--- config.mk ---
export PLATFORM = sky130hd
export DESIGN_NAME = pvm_port_v_mux
export DESIGN_NICKNAME = d
export VERILOG_FILES = /design/src/pvm_pkg.sv /design/src/pvm_port_v_mux.sv /design/src/pvm_sync.sv
export SDC_FILE = /design/constraint.sdc
export NUM_CORES = 1
export LEC_CHECK = 0
export BUFFER_PORTS_ARGS = -buffer_cell sky130_fd_sc_hd__buf_2
export CAP_MARGIN = 0
export CORE_MARGIN = 1.5
export CORE_UTILIZATION = 45
export DETAILED_ROUTE_END_ITERATION = 16
export GPL_ROUTABILITY_DRIVEN = 1
export PLACE_DENSITY = 0.79
export SYNTH_ARGS = -nofsm -noshare
export SYNTH_HDL_FRONTEND = slang
export SYNTH_HIERARCHICAL = 1
export SYNTH_SLANG_ARGS = --single-unit
--- constraint.sdc ---
create_clock -name ref_clk -period 1.96 [get_ports ref_clk]
set_clock_uncertainty 0.1 [all_clocks]
set_input_delay 0 -clock ref_clk [delete_from_list [all_inputs] [get_ports ref_clk]]
set_output_delay 0 -clock ref_clk [all_outputs]
set_load 0.005 [all_outputs]
--- src/pvm_pkg.sv ---
// Purpose: shared constants for the port v low pin priority mux
// Assumes: avalon-mm register slave with 32-bit data, word addressing
// Notes: offsets are word indices on the register bus
package pvm_pkg;
    localparam int PORT_W = 8;
    localparam int LOW_W = 4;
    localparam int ADDR_W = 3;
    localparam logic [2:0] OFS_LATCH = 3'h0;
    localparam logic [2:0] OFS_READBACK = 3'h1;
    localparam logic [2:0] OFS_DIRECTION = 3'h2;
    localparam logic [2:0] OFS_OWNER = 3'h3;
    localparam logic [7:0] LATCH_RST = 8'h00;
    localparam logic [7:0] DIR_RST = 8'h00;
    localparam logic [31:0] UNMAPPED_DATA = 32'h00000000;
    localparam int OWNER_W = 3;
    // owner codes reported per low pin
    localparam logic [2:0] OWN_GPIO = 3'h0;
    localparam logic [2:0] OWN_MOTOR = 3'h1;
    localparam logic [2:0] OWN_TIMER = 3'h2;
    localparam logic [2:0] OWN_I2C = 3'h3;
    localparam logic [2:0] OWN_PWM = 3'h4;
    localparam logic [2:0] OWN_SPI = 3'h5;
    typedef enum logic [1:0] {
        PVM_IDLE = 2'b01,
        PVM_ANSWER = 2'b10
    } pvm_bus_e;
endpackage

--- src/pvm_port_v_mux.sv ---
// Purpose: pin ownership and readback for the low four pins of port v
// Assumes: peripheral enables and outputs arrive on ref_clk; pins are asynchronous
// Notes: upper pins 7-4 act as plain gpio here; registers sit on avalon-mm
`timescale 1ns/1ns
// Function
// - data read: latch if output, else pin
// - unclaimed low pins are plain gpio
// - motor pwm beats every other function
// - pin 3: motor, i2c, pwm_channel_seven, spi, gpio
// - pin 2: motor, timer ch1, sck, pwm6, gpio
// - pin 1: motor, mosi, pwm5, gpio
// - pin 0: motor, timer ch0, scl, pwm4, miso
// - timer claims pin only when channel enabled
// - input register always returns all pin levels
// - motor pwm forces pin to output
module pvm_port_v_mux #(
    parameter int PORT_W = pvm_pkg::PORT_W
) (
    input wire logic ref_clk,
    input wire logic rst,
    // avalon-mm slave
    input wire logic [pvm_pkg::ADDR_W-1:0] avs_address,
    input wire logic avs_read,
    input wire logic avs_write,
    input wire logic [31:0] avs_writedata,
    input wire logic [3:0] avs_byteenable,
    output logic [31:0] avs_readdata,
    output logic avs_waitrequest,
    // peripheral requests; motor and pwm one bit per low pin, timer one enable per channel, i2c and spi shared enables
    input wire logic [3:0] motor_en,
    input wire logic [3:0] motor_out,
    input wire logic timer_ch0_en,
    input wire logic timer_ch0_out,
    input wire logic timer_ch1_en,
    input wire logic timer_ch1_out,
    input wire logic i2c_en,
    input wire logic i2c_scl_oe,
    input wire logic i2c_sda_oe,
    input wire logic [3:0] pwm_en,
    input wire logic [3:0] pwm_out,
    input wire logic spi_en,
    input wire logic spi_ss_oe,
    input wire logic spi_ss_out,
    input wire logic spi_sck_oe,
    input wire logic spi_sck_out,
    input wire logic spi_mosi_oe,
    input wire logic spi_mosi_out,
    input wire logic spi_miso_oe,
    input wire logic spi_miso_out,
    // peripheral input view
    output logic [3:0] periph_in,
    // pads
    input wire logic [PORT_W-1:0] pin_in,
    output logic [PORT_W-1:0] pin_out,
    output logic [PORT_W-1:0] pin_oe
);
    logic [PORT_W-1:0] port_v_output_latch;
    logic [PORT_W-1:0] port_v_direction;
    logic [PORT_W-1:0] pin_sync;
    pvm_pkg::pvm_bus_e bus_state;
    pvm_pkg::pvm_bus_e next_bus_state;
    logic [3:0][pvm_pkg::OWNER_W-1:0] owner;
    logic [3:0] alt_out;
    logic [3:0] alt_oe;
    logic [PORT_W-1:0] data_view;
    logic [PORT_W-1:0] next_pin_out;
    logic [PORT_W-1:0] next_pin_oe;
    logic [31:0] next_readdata;
    wire sel_latch;
    wire sel_readback;
    wire sel_direction;
    wire sel_owner;
    wire wr_go;
    wire rd_go;

    // byte merge used by both writable registers
    function automatic logic [7:0] merge_byte(input logic [7:0] old_v, input logic [31:0] wd,
                                              input logic [3:0] be);
        merge_byte = be[0] ? wd[7:0] : old_v;
    endfunction

    pvm_sync #(
        .WIDTH(PORT_W)
    ) u_sync (
        .ref_clk(ref_clk),
        .rst(rst),
        .async_in(pin_in),
        .sync_out(pin_sync)
    );

    // pin 3 priority
    always_comb begin
        if (motor_en[3]) begin
            owner[3] = pvm_pkg::OWN_MOTOR;
            alt_out[3] = motor_out[3];
            alt_oe[3] = 1'b1;
        end else if (i2c_en) begin
            owner[3] = pvm_pkg::OWN_I2C;
            alt_out[3] = 1'b0; // open drain
            alt_oe[3] = i2c_sda_oe;
        end else if (pwm_en[3]) begin
            owner[3] = pvm_pkg::OWN_PWM;
            alt_out[3] = pwm_out[3];
            alt_oe[3] = 1'b1;
        end else if (spi_en) begin
            owner[3] = pvm_pkg::OWN_SPI;
            alt_out[3] = spi_ss_out;
            alt_oe[3] = spi_ss_oe;
        end else begin
            owner[3] = pvm_pkg::OWN_GPIO;
            alt_out[3] = port_v_output_latch[3];
            alt_oe[3] = port_v_direction[3];
        end
    end

    // pin 2 priority
    always_comb begin
        if (motor_en[2]) begin
            owner[2] = pvm_pkg::OWN_MOTOR;
            alt_out[2] = motor_out[2];
            alt_oe[2] = 1'b1;
        end else if (timer_ch1_en) begin
            owner[2] = pvm_pkg::OWN_TIMER;
            alt_out[2] = timer_ch1_out;
            alt_oe[2] = 1'b1;
        end else if (spi_en) begin
            owner[2] = pvm_pkg::OWN_SPI;
            alt_out[2] = spi_sck_out;
            alt_oe[2] = spi_sck_oe;
        end else if (pwm_en[2]) begin
            owner[2] = pvm_pkg::OWN_PWM;
            alt_out[2] = pwm_out[2];
            alt_oe[2] = 1'b1;
        end else begin
            owner[2] = pvm_pkg::OWN_GPIO;
            alt_out[2] = port_v_output_latch[2];
            alt_oe[2] = port_v_direction[2];
        end
    end

    // pin 1 priority
    always_comb begin
        if (motor_en[1]) begin
            owner[1] = pvm_pkg::OWN_MOTOR;
            alt_out[1] = motor_out[1];
            alt_oe[1] = 1'b1;
        end else if (spi_en) begin
            owner[1] = pvm_pkg::OWN_SPI;
            alt_out[1] = spi_mosi_out;
            alt_oe[1] = spi_mosi_oe;
        end else if (pwm_en[1]) begin
            owner[1] = pvm_pkg::OWN_PWM;
            alt_out[1] = pwm_out[1];
            alt_oe[1] = 1'b1;
        end else begin
            owner[1] = pvm_pkg::OWN_GPIO;
            alt_out[1] = port_v_output_latch[1];
            alt_oe[1] = port_v_direction[1];
        end
    end

    // pin 0 priority
    always_comb begin
        if (motor_en[0]) begin
            owner[0] = pvm_pkg::OWN_MOTOR;
            alt_out[0] = motor_out[0];
            alt_oe[0] = 1'b1;
        end else if (timer_ch0_en) begin
            owner[0] = pvm_pkg::OWN_TIMER;
            alt_out[0] = timer_ch0_out;
            alt_oe[0] = 1'b1;
        end else if (i2c_en) begin
            owner[0] = pvm_pkg::OWN_I2C;
            alt_out[0] = 1'b0; // open drain
            alt_oe[0] = i2c_scl_oe;
        end else if (pwm_en[0]) begin
            owner[0] = pvm_pkg::OWN_PWM;
            alt_out[0] = pwm_out[0];
            alt_oe[0] = 1'b1;
        end else if (spi_en) begin
            owner[0] = pvm_pkg::OWN_SPI;
            alt_out[0] = spi_miso_out;
            alt_oe[0] = spi_miso_oe;
        end else begin
            owner[0] = pvm_pkg::OWN_GPIO;
            alt_out[0] = port_v_output_latch[0];
            alt_oe[0] = port_v_direction[0];
        end
    end

    // pad drive: low pins from the mux, upper pins plain gpio
    assign next_pin_out = {port_v_output_latch[PORT_W-1:pvm_pkg::LOW_W], alt_out};
    assign next_pin_oe = {port_v_direction[PORT_W-1:pvm_pkg::LOW_W], alt_oe};

    // pin levels seen by peripherals
    assign periph_in = pin_sync[pvm_pkg::LOW_W-1:0];

    // data register view per direction bit
    assign data_view = (port_v_direction & port_v_output_latch) | (~port_v_direction & pin_sync);

    // bus decode
    assign sel_latch = (avs_address == pvm_pkg::OFS_LATCH);
    assign sel_readback = (avs_address == pvm_pkg::OFS_READBACK);
    assign sel_direction = (avs_address == pvm_pkg::OFS_DIRECTION);
    assign sel_owner = (avs_address == pvm_pkg::OFS_OWNER);
    // write lands at the edge where waitrequest is low
    assign wr_go = avs_write && (bus_state == pvm_pkg::PVM_ANSWER);
    assign rd_go = avs_read && (bus_state == pvm_pkg::PVM_IDLE);
    assign avs_waitrequest = (avs_read || avs_write) && (bus_state == pvm_pkg::PVM_IDLE);

    // read mux
    always_comb begin
        next_readdata = pvm_pkg::UNMAPPED_DATA;
        if (sel_latch) begin
            next_readdata[PORT_W-1:0] = data_view;
        end else if (sel_readback) begin
            next_readdata[PORT_W-1:0] = pin_sync;
        end else if (sel_direction) begin
            next_readdata[PORT_W-1:0] = port_v_direction;
        end else if (sel_owner) begin
            next_readdata[4*pvm_pkg::OWNER_W-1:0] = owner;
        end
    end

    // bus state: one wait cycle, answer in the next
    always_comb begin
        case (bus_state)
            pvm_pkg::PVM_IDLE: next_bus_state = (avs_read || avs_write) ? pvm_pkg::PVM_ANSWER : pvm_pkg::PVM_IDLE;
            pvm_pkg::PVM_ANSWER: next_bus_state = pvm_pkg::PVM_IDLE;
            default: next_bus_state = pvm_pkg::PVM_IDLE;
        endcase
    end

    always_ff @(posedge ref_clk) begin
        if (rst) begin
            bus_state <= pvm_pkg::PVM_IDLE;
        end else begin
            bus_state <= next_bus_state;
        end
    end

    // registers: latch written regardless of pin owner
    always_ff @(posedge ref_clk) begin
        if (rst) begin
            port_v_output_latch <= pvm_pkg::LATCH_RST;
            port_v_direction <= pvm_pkg::DIR_RST;
        end else if (wr_go && sel_latch) begin
            port_v_output_latch <= merge_byte(port_v_output_latch, avs_writedata, avs_byteenable);
        end else if (wr_go && sel_direction) begin
            port_v_direction <= merge_byte(port_v_direction, avs_writedata, avs_byteenable);
        end
    end

    // read data and pad registers
    always_ff @(posedge ref_clk) begin
        if (rst) begin
            avs_readdata <= pvm_pkg::UNMAPPED_DATA;
            pin_out <= '0;
            pin_oe <= '0;
        end else begin
            if (rd_go) begin
                avs_readdata <= next_readdata;
            end
            pin_out <= next_pin_out;
            pin_oe <= next_pin_oe;
        end
    end
endmodule

--- src/pvm_sync.sv ---
// Purpose: two-flop synchroniser for the port pin levels
// Assumes: pins are asynchronous to ref_clk
// Notes: first stage feeds only the second stage
`timescale 1ns/1ns
module pvm_sync #(
    parameter int WIDTH = 8
) (
    input wire logic ref_clk,
    input wire logic rst,
    input wire logic [WIDTH-1:0] async_in,
    output logic [WIDTH-1:0] sync_out
);
    logic [WIDTH-1:0] stage_one;

    // two stage capture
    always_ff @(posedge ref_clk) begin
        if (rst) begin
            stage_one <= '0;
            sync_out <= '0;
        end else begin
            stage_one <= async_in;
            sync_out <= stage_one;
        end
    end
endmodule

==> out/qor.yml, run 1 <==
grt_max_degree: 28
cts_setup_buffers: 0
cts_max_level: 3
layout_setup_ws_ns: 0.0677
tritoncts: "done"
final.setup.tns_ns: 0
avgViaCountPerCell: 5.02
drtAntennaViolNets: 0
p_sw_frac: 0.251
register_area_um2: 1240
drc: 0
top_layer: "met4"
ctsRootBufferMaster: "clkbuf_8"
cp-start-kind: "input port"
synth_cells: 292
crit_type: "input port to register"
die_h_um: 80.6
crit_chain: "dlygate4sd3_1, clkbuf_4, nand2_1, dlygate4sd3_1, a31oi_1, dlygate4sd3_1"
dieArea_um2: 6490
worst_hold_path_type: "input port to register"
maxSlewViolCount: 0
ir_drop_v: 0.000398
clkSlewWorstSetupHoldPaths_ns: 0.07
core_area_um2: 5850
cp_max_fo: 9
wirelength_mm: 6.82
wl_met1_mm: 2.78
dr_wl_met3_um: 431
crit_path_end_kind: "register"
dpl.hpwl_mm: 4.46
synth.distinct_cells: 43
syn_to_final_growth_pct: 38.5
p_per_area_nw_per_um2: 690
clockPowerShare: 0.351
max_cap_viol_count: 0
share_seq_of_total_power: 0.510
wl_per_cell_um: 13.5
initialDrtViolationCount: 93
grt_pass1_vias: 2328
port_buffers: 88
hold_ws_ns: -0.00763
n_fill_cell: 495
io_pins: 136
clk_latency_ns: 0.33
violations: "hold timing"
antenna_found_initial: 0
slowest_stage: "dlygate4sd3_1"
dr_wl_met2_mm: 3.41
n_antenna_cell: 0
vias: 2530
period_share: 0.965
required_ns: 2.15
multi_input_area_um2: 1290
start_util: 0.463
pre_cts_ws_ns: 0.292
yosys_warnings: 6
timing.fmax_ghz: 0.528
final.min_clock_period_ns: 1.89
grt_use_total: 0.218
switchingPower_mw: 0.650
rsz0062_at_grt: "false"
grt-ovfl-total: 0
cellLeakagePower_nw: 1.86
setup_viol: 0
cts_buffers: 9
worstMarginPinSlew_ns: 0.550
combPwrFrac: 0.139
clockBufferDepth: 2
ys_seq_elements: 62
cp_common_cell: "dlygate4sd3_1"
rows: 28
synth_area_um2: 2710
clock-sinks: 62
critPathArrivalTime_ns: 2.08
nets: 508
grt_pass1_wl_mm: 10.5
avgSynthCellArea_um2: 9.27
gp_congestion: 0.779
status: "finished, violations left"
drive_gt1_frac: 0.303
intPower_mw: 1.93
first_pass_iters: 5
min_path_cells: 3
die_width_um: 80.6
hold_violations: 1
synth-seq-area-share: 0.459
slew-limit-headroom: 0.632
cp_slowest_stage_delay_ns: 0.57
rr_worst_depth: 5
[metrics by stage]
| step | area [µm²] | hold slack [ns] | util | power (mW) | instances |
|---|---|---|---|---|---|
| 6_report | 3750 | -0.00763 | 0.641 | 2.58 | 504 |
| 5_1_grt | 3750 | 0.0330 | 0.641 | 2.70 | 504 |
| 4_1_cts | 3740 | 0.00462 | 0.639 | 2.60 | 504 |
| 3_5_place_dp | 3160 | 0.114 | 0.539 | 1.63 | 446 |
| 3_3_place_gp | 3160 | 0.113 | 0.539 | 1.62 | 446 |
| 2_1_floorplan | 2780 | 0.0112 | - | 1.52 | 311 |
[cells by family after synthesis]
| kind of cell | Yosys count | synth area share |
|---|---|---|
| buffers and inverters | 41 | 0.0902 |
| multiplexers | 27 | 0.102 |
| AND/OR/NAND/NOR | 117 | 0.240 |
| flip-flops | 62 | 0.459 |
| other | 1 | 0.00139 |
| AO/OA/AOI/OAI | 44 | 0.108 |
[per-layer routing]
layer | track usage | vias up
li1 | - | 1220
met1 | 0.252 | 1179
met2 | 0.366 | 108
met3 | 0.0489 | 23
met4 | 0.126 | 0
met5 | 0 | -
[power by group through the flow]
stage | Sequential (mW) | Combinational, mW | Clock (mW)
4_1_cts | 1.32 | 0.351 | 0.934
3_3_place_gp | 1.34 | 0.278 | 0
5_1_grt | 1.32 | 0.395 | 0.989
6_report | 1.32 | 0.359 | 0.907
2_1_floorplan | 1.35 | 0.179 | 0
3_5_place_dp | 1.35 | 0.283 | 0
[Yosys cell counts (all sizes together)]
cell type / count / share of area
a31oi: 2 / 0.0046
a21oi: 9 / 0.018
conb: 1 / 0.0014
or4: 1 / 0.0028
nor4b: 1 / 0.0032
o211ai: 2 / 0.0055
nor2b: 23 / 0.060
a22oi: 2 / 0.0055
and2b: 6 / 0.019
clkbuf: 10 / 0.014
a221oi: 4 / 0.013
o21ai: 13 / 0.024
o21bai: 3 / 0.0083
mux2i: 23 / 0.085
dfxtp: 62 / 0.46
mux2: 4 / 0.017
nand3b: 4 / 0.012
a41o: 2 / 0.0074
a311o: 1 / 0.0037
a21o: 2 / 0.0055
or3b: 1 / 0.0032
nand3: 1 / 0.0018
a2111oi: 1 / 0.0032
a211oi: 1 / 0.0028
and3b: 1 / 0.0032
a21boi: 1 / 0.0028
nor3: 7 / 0.013
nor2: 41 / 0.057
buf: 25 / 0.068
or3: 1 / 0.0023
inv: 6 / 0.0083
nand2b: 11 / 0.025
nor3b: 4 / 0.011
a32oi: 1 / 0.0032
and3: 1 / 0.0023
nand2: 12 / 0.017
nand4: 2 / 0.0069
[sequential cells by signal, summed over array words and instances (netlist names)]
| name | cells |
|---|---|
| avs_readdata | 12 |
| bus_state | 2 |
| pin_oe | 8 |
| pin_out | 8 |
| port_v_direction | 8 |
| port_v_output_latch | 8 |
| u_sync/stage_one | 8 |
| u_sync/sync_out | 8 |
[path summary, 6_finish.rpt]
check,start,to,slack (ns)
max reg2reg,bus_state[1],avs_readdata[11],0.09
min,timer_ch0_out,pin_out[0],-0.008
max,i2c_en,pin_oe[0],0.07
min reg2reg,u_sync/stage_one[2],u_sync/sync_out[2],0.33
[cell usage in the layout (no fill, tap or decap), drive strengths merged, types with 2 or more instances in the layout]
| cell type | synthesis | routed |
|---|---|---|
| buf | 25 | 93 |
| dfxtp | 62 | 62 |
| dlygate4sd3 | 0 | 43 |
| nor2 | 41 | 41 |
| mux2i | 23 | 23 |
| nor2b | 23 | 23 |
| conb | 1 | 20 |
| o21ai | 13 | 13 |
| nand2 | 12 | 12 |
| clkbuf | 10 | 12 |
| nand2b | 11 | 11 |
| a21oi | 9 | 9 |
| nor3 | 7 | 7 |
| inv | 6 | 6 |
| and2b | 6 | 6 |
| nor3b | 4 | 4 |
| mux2 | 4 | 4 |
| a221oi | 4 | 4 |
| clkinv | 0 | 4 |
| nand3b | 4 | 4 |
| o21bai | 3 | 3 |
| a21o | 2 | 2 |
| a31oi | 2 | 2 |
| a22oi | 2 | 2 |
| o211ai | 2 | 2 |
| a41o | 2 | 2 |
| nand4 | 2 | 2 |
[cell type report]
| type | instances | area share |
|---|---|---|
| Multi-Input combinational cell | 208 | 0.345 |
| Sequential cell | 62 | 0.331 |
| Timing Repair Buffer | 138 | 0.251 |
| Clock buffer | 10 | 0.0341 |
| Tap cell | 75 | 0.0250 |
| Clock inverter | 5 | 0.00735 |
| Inverter | 6 | 0.00601 |
[critical path: cells and delay by family]
kind            cells  cell delay, ns
buf+inv             4            1.83
simple gates        1            0.06
compound gates      1            0.17
[repair_timing]
item,CTS,global route
resized for setup,0,3
hold endpoints to repair,40,0
endpoints found under the setup margin,0,3
hold buffers,43,0
No activity file was read; power rests on OpenSTA's default activity.
==> inputs of run 2 (changes only) <==
--- a/config.mk
+++ b/config.mk
@@ -11,7 +11,7 @@
 export CORE_UTILIZATION = 45
 export DETAILED_ROUTE_END_ITERATION = 16
 export GPL_ROUTABILITY_DRIVEN = 1
-export PLACE_DENSITY = 0.79
+export PLACE_DENSITY = 0.81
 export SYNTH_ARGS = -nofsm -noshare
 export SYNTH_HDL_FRONTEND = slang
 export SYNTH_HIERARCHICAL = 1
==> out/qor.yml, run 2 (same netlist as run 1, synthesis figures left out) <==
status: "completed"
required_ns: 2.08  # -0.07 ns
port_buffers: 88  # unchanged
final_cell_mix: "87 x buf_2, 62 x dfxtp_1, 47 x dlygate4sd3_1"
timing.fmax_ghz: 0.524  # -0.94%
pre_cts_ws_ns: 0.481  # +0.189 ns
place_area_um2: 3140  # -0.40%
rows: 28  # unchanged
ir_drop_v: 0.000555  # +40%
crit_path_end_kind: "register"
cts_max_level: 3  # unchanged
worst_hold_path_type: "input port to register"
drtAntennaViolNets: 0  # unchanged
grt_pass1_vias: 2334  # +0.26%
cellLeakagePower_nw: 1.92  # +3.3%
die_width_um: 80.6  # unchanged
maxSlewViolCount: 0  # unchanged
register_area_um2: 1240  # unchanged
ctsRootBufferMaster: "clkbuf_8"
core_area_um2: 5850  # unchanged
r2r_setup_slack_ns: 0.09  # about the same
antenna_found_initial: 0  # unchanged
crit_chain: "dlygate4sd3_1, buf_2, nor3b_2, nand4_1, buf_4, mux2i_1, nor2_1, dlygate4sd3_1"
wirelength_mm: 6.89  # +0.95%
setup_viol: 0  # unchanged
cp_common_cell: "dlygate4sd3_1"
gp_congestion: 0.798  # +2.4%
cp-start-kind: "input port"
final.min_clock_period_ns: 1.91  # +0.0179 ns
cp_top_family: "buffers and inverters"
drc: 0  # unchanged
layout_commonest_cell: "buf_2"
final.setup.tns_ns: 0  # unchanged
hold_start: "spi_en"
max_flop_register: "avs_readdata"
crit_type: "input port to register"
utilization: 0.657  # +0.0169
worstSetupEndpoint: "port_v_direction[2]"
vias: 2524  # -0.24%
hold_violations: 0  # -1
slowest_stage: "dlygate4sd3_1"
clk_latency_ns: 0.34  # about the same
cts_setup_buffers: 0  # unchanged
layout_setup_ws_ns: 0.0498  # -0.0179 ns
syn_to_final_growth_pct: 42.1
start_util: 0.463  # unchanged
grt-ovfl-total: 0  # unchanged
dieArea_um2: 6490  # unchanged
grt_max_degree: 28  # unchanged
clock-sinks: 62  # unchanged
cp_slowest_stage_delay_ns: 0.58  # about the same
cp_max_fo: 11  # +2
io_pins: 136  # unchanged
critPathArrivalTime_ns: 2.03  # -0.05 ns
n_antenna_cell: 0  # unchanged
initialDrtViolationCount: 131  # +41%
rr_worst_depth: 6  # +1
clockBufferDepth: 2  # unchanged
avgViaCountPerCell: 4.97  # -1.0%
multi_input_area_um2: 1300  # +0.29%
nets: 512  # +0.79%
period_share: 0.975  # +0.00912
wl_per_cell_um: 13.6  # +0.16%
startpoint: "avs_address[0]"
critical_path_depth: 8  # +2
die_h_um: 80.6  # unchanged
cts_buffers: 9  # unchanged
largest_reg_flops: 12  # unchanged
drive_gt1_frac: 0.303  # -0.000490
first_pass_iters: 4  # -1
n_fill_cell: 463  # -6.5%
r2r_start: "bus_state[0]"
dpl.hpwl_mm: 4.51  # +1.2%
p_per_area_nw_per_um2: 764  # +11%
max_cap_viol_count: 0  # unchanged
clkSlewWorstSetupHoldPaths_ns: 0.06  # about the same
final_area_um2: 3850  # +2.6%
tritoncts: "done"
grt_use_total: 0.215  # -0.00286
grt_pass1_wl_mm: 10.5  # +0.39%
worst-path-buf-inv: 4  # unchanged
r2r_end: "port_v_direction[2]"
total_power_mw: 2.94  # +14%
run 2: report_power, final:
part	leakage, nW	switching [mW]	internal (mW)
logic	1.30	0.169	0.193
registers	0.507	0.0174	1.30
clock network	0.115	0.485	0.774
run 2: timing repair:
action / 4_1_cts / 5_1_grt
gates resized for setup: 0 / 4
setup endpoints to repair: 0 / 4
hold endpoints to repair: 44 / 0
hold buffers: 47 / 0
run 2: worst min-delay path by stage:
stage                                endpoint  slack, ns  depth (start not counted)
after detailed placement  u_sync/stage_one[6]       0.11                          2
after floorplan                    pin_out[2]       0.01                          1
after CTS                     avs_readdata[2]       0.02                          3
after global routing          avs_readdata[8]       0.04                          3
after global placement    u_sync/stage_one[6]       0.11                          2
final                         avs_readdata[8]       0.03                          3
run 2: worst min-delay path, stage by stage:
cell      delay [ns]
buf_2           0.16
o211ai_1        0.19
a21oi_1         0.06
run 2: layout make-up:
class	count	area share
multi-input cells	208	0.337
repair buffers	142	0.252
clock buffers	11	0.0394
well taps	75	0.0244
clock inverters	4	0.0182
inverters	6	0.00586
flip-flops and latches	62	0.323
run 2: per-layer routing:
layer | vias up | track usage | part of all wire
met3 | 21 | 0.0716 | 0.067
met5 | - | 0 | 0
met1 | 1171 | 0.250 | 0.41
met4 | 0 | 0.0983 | 0.027
li1 | 1227 | - | -
met2 | 105 | 0.356 | 0.50
run 2: metrics by stage:
stage | hold WS, ns | instances
after floorplan | 0.0112 | 311
final | 0.0290 | 508
after global routing | 0.0358 | 508
after detailed placement | 0.113 | 446
after global placement | 0.114 | 446
after CTS | 0.0181 | 508
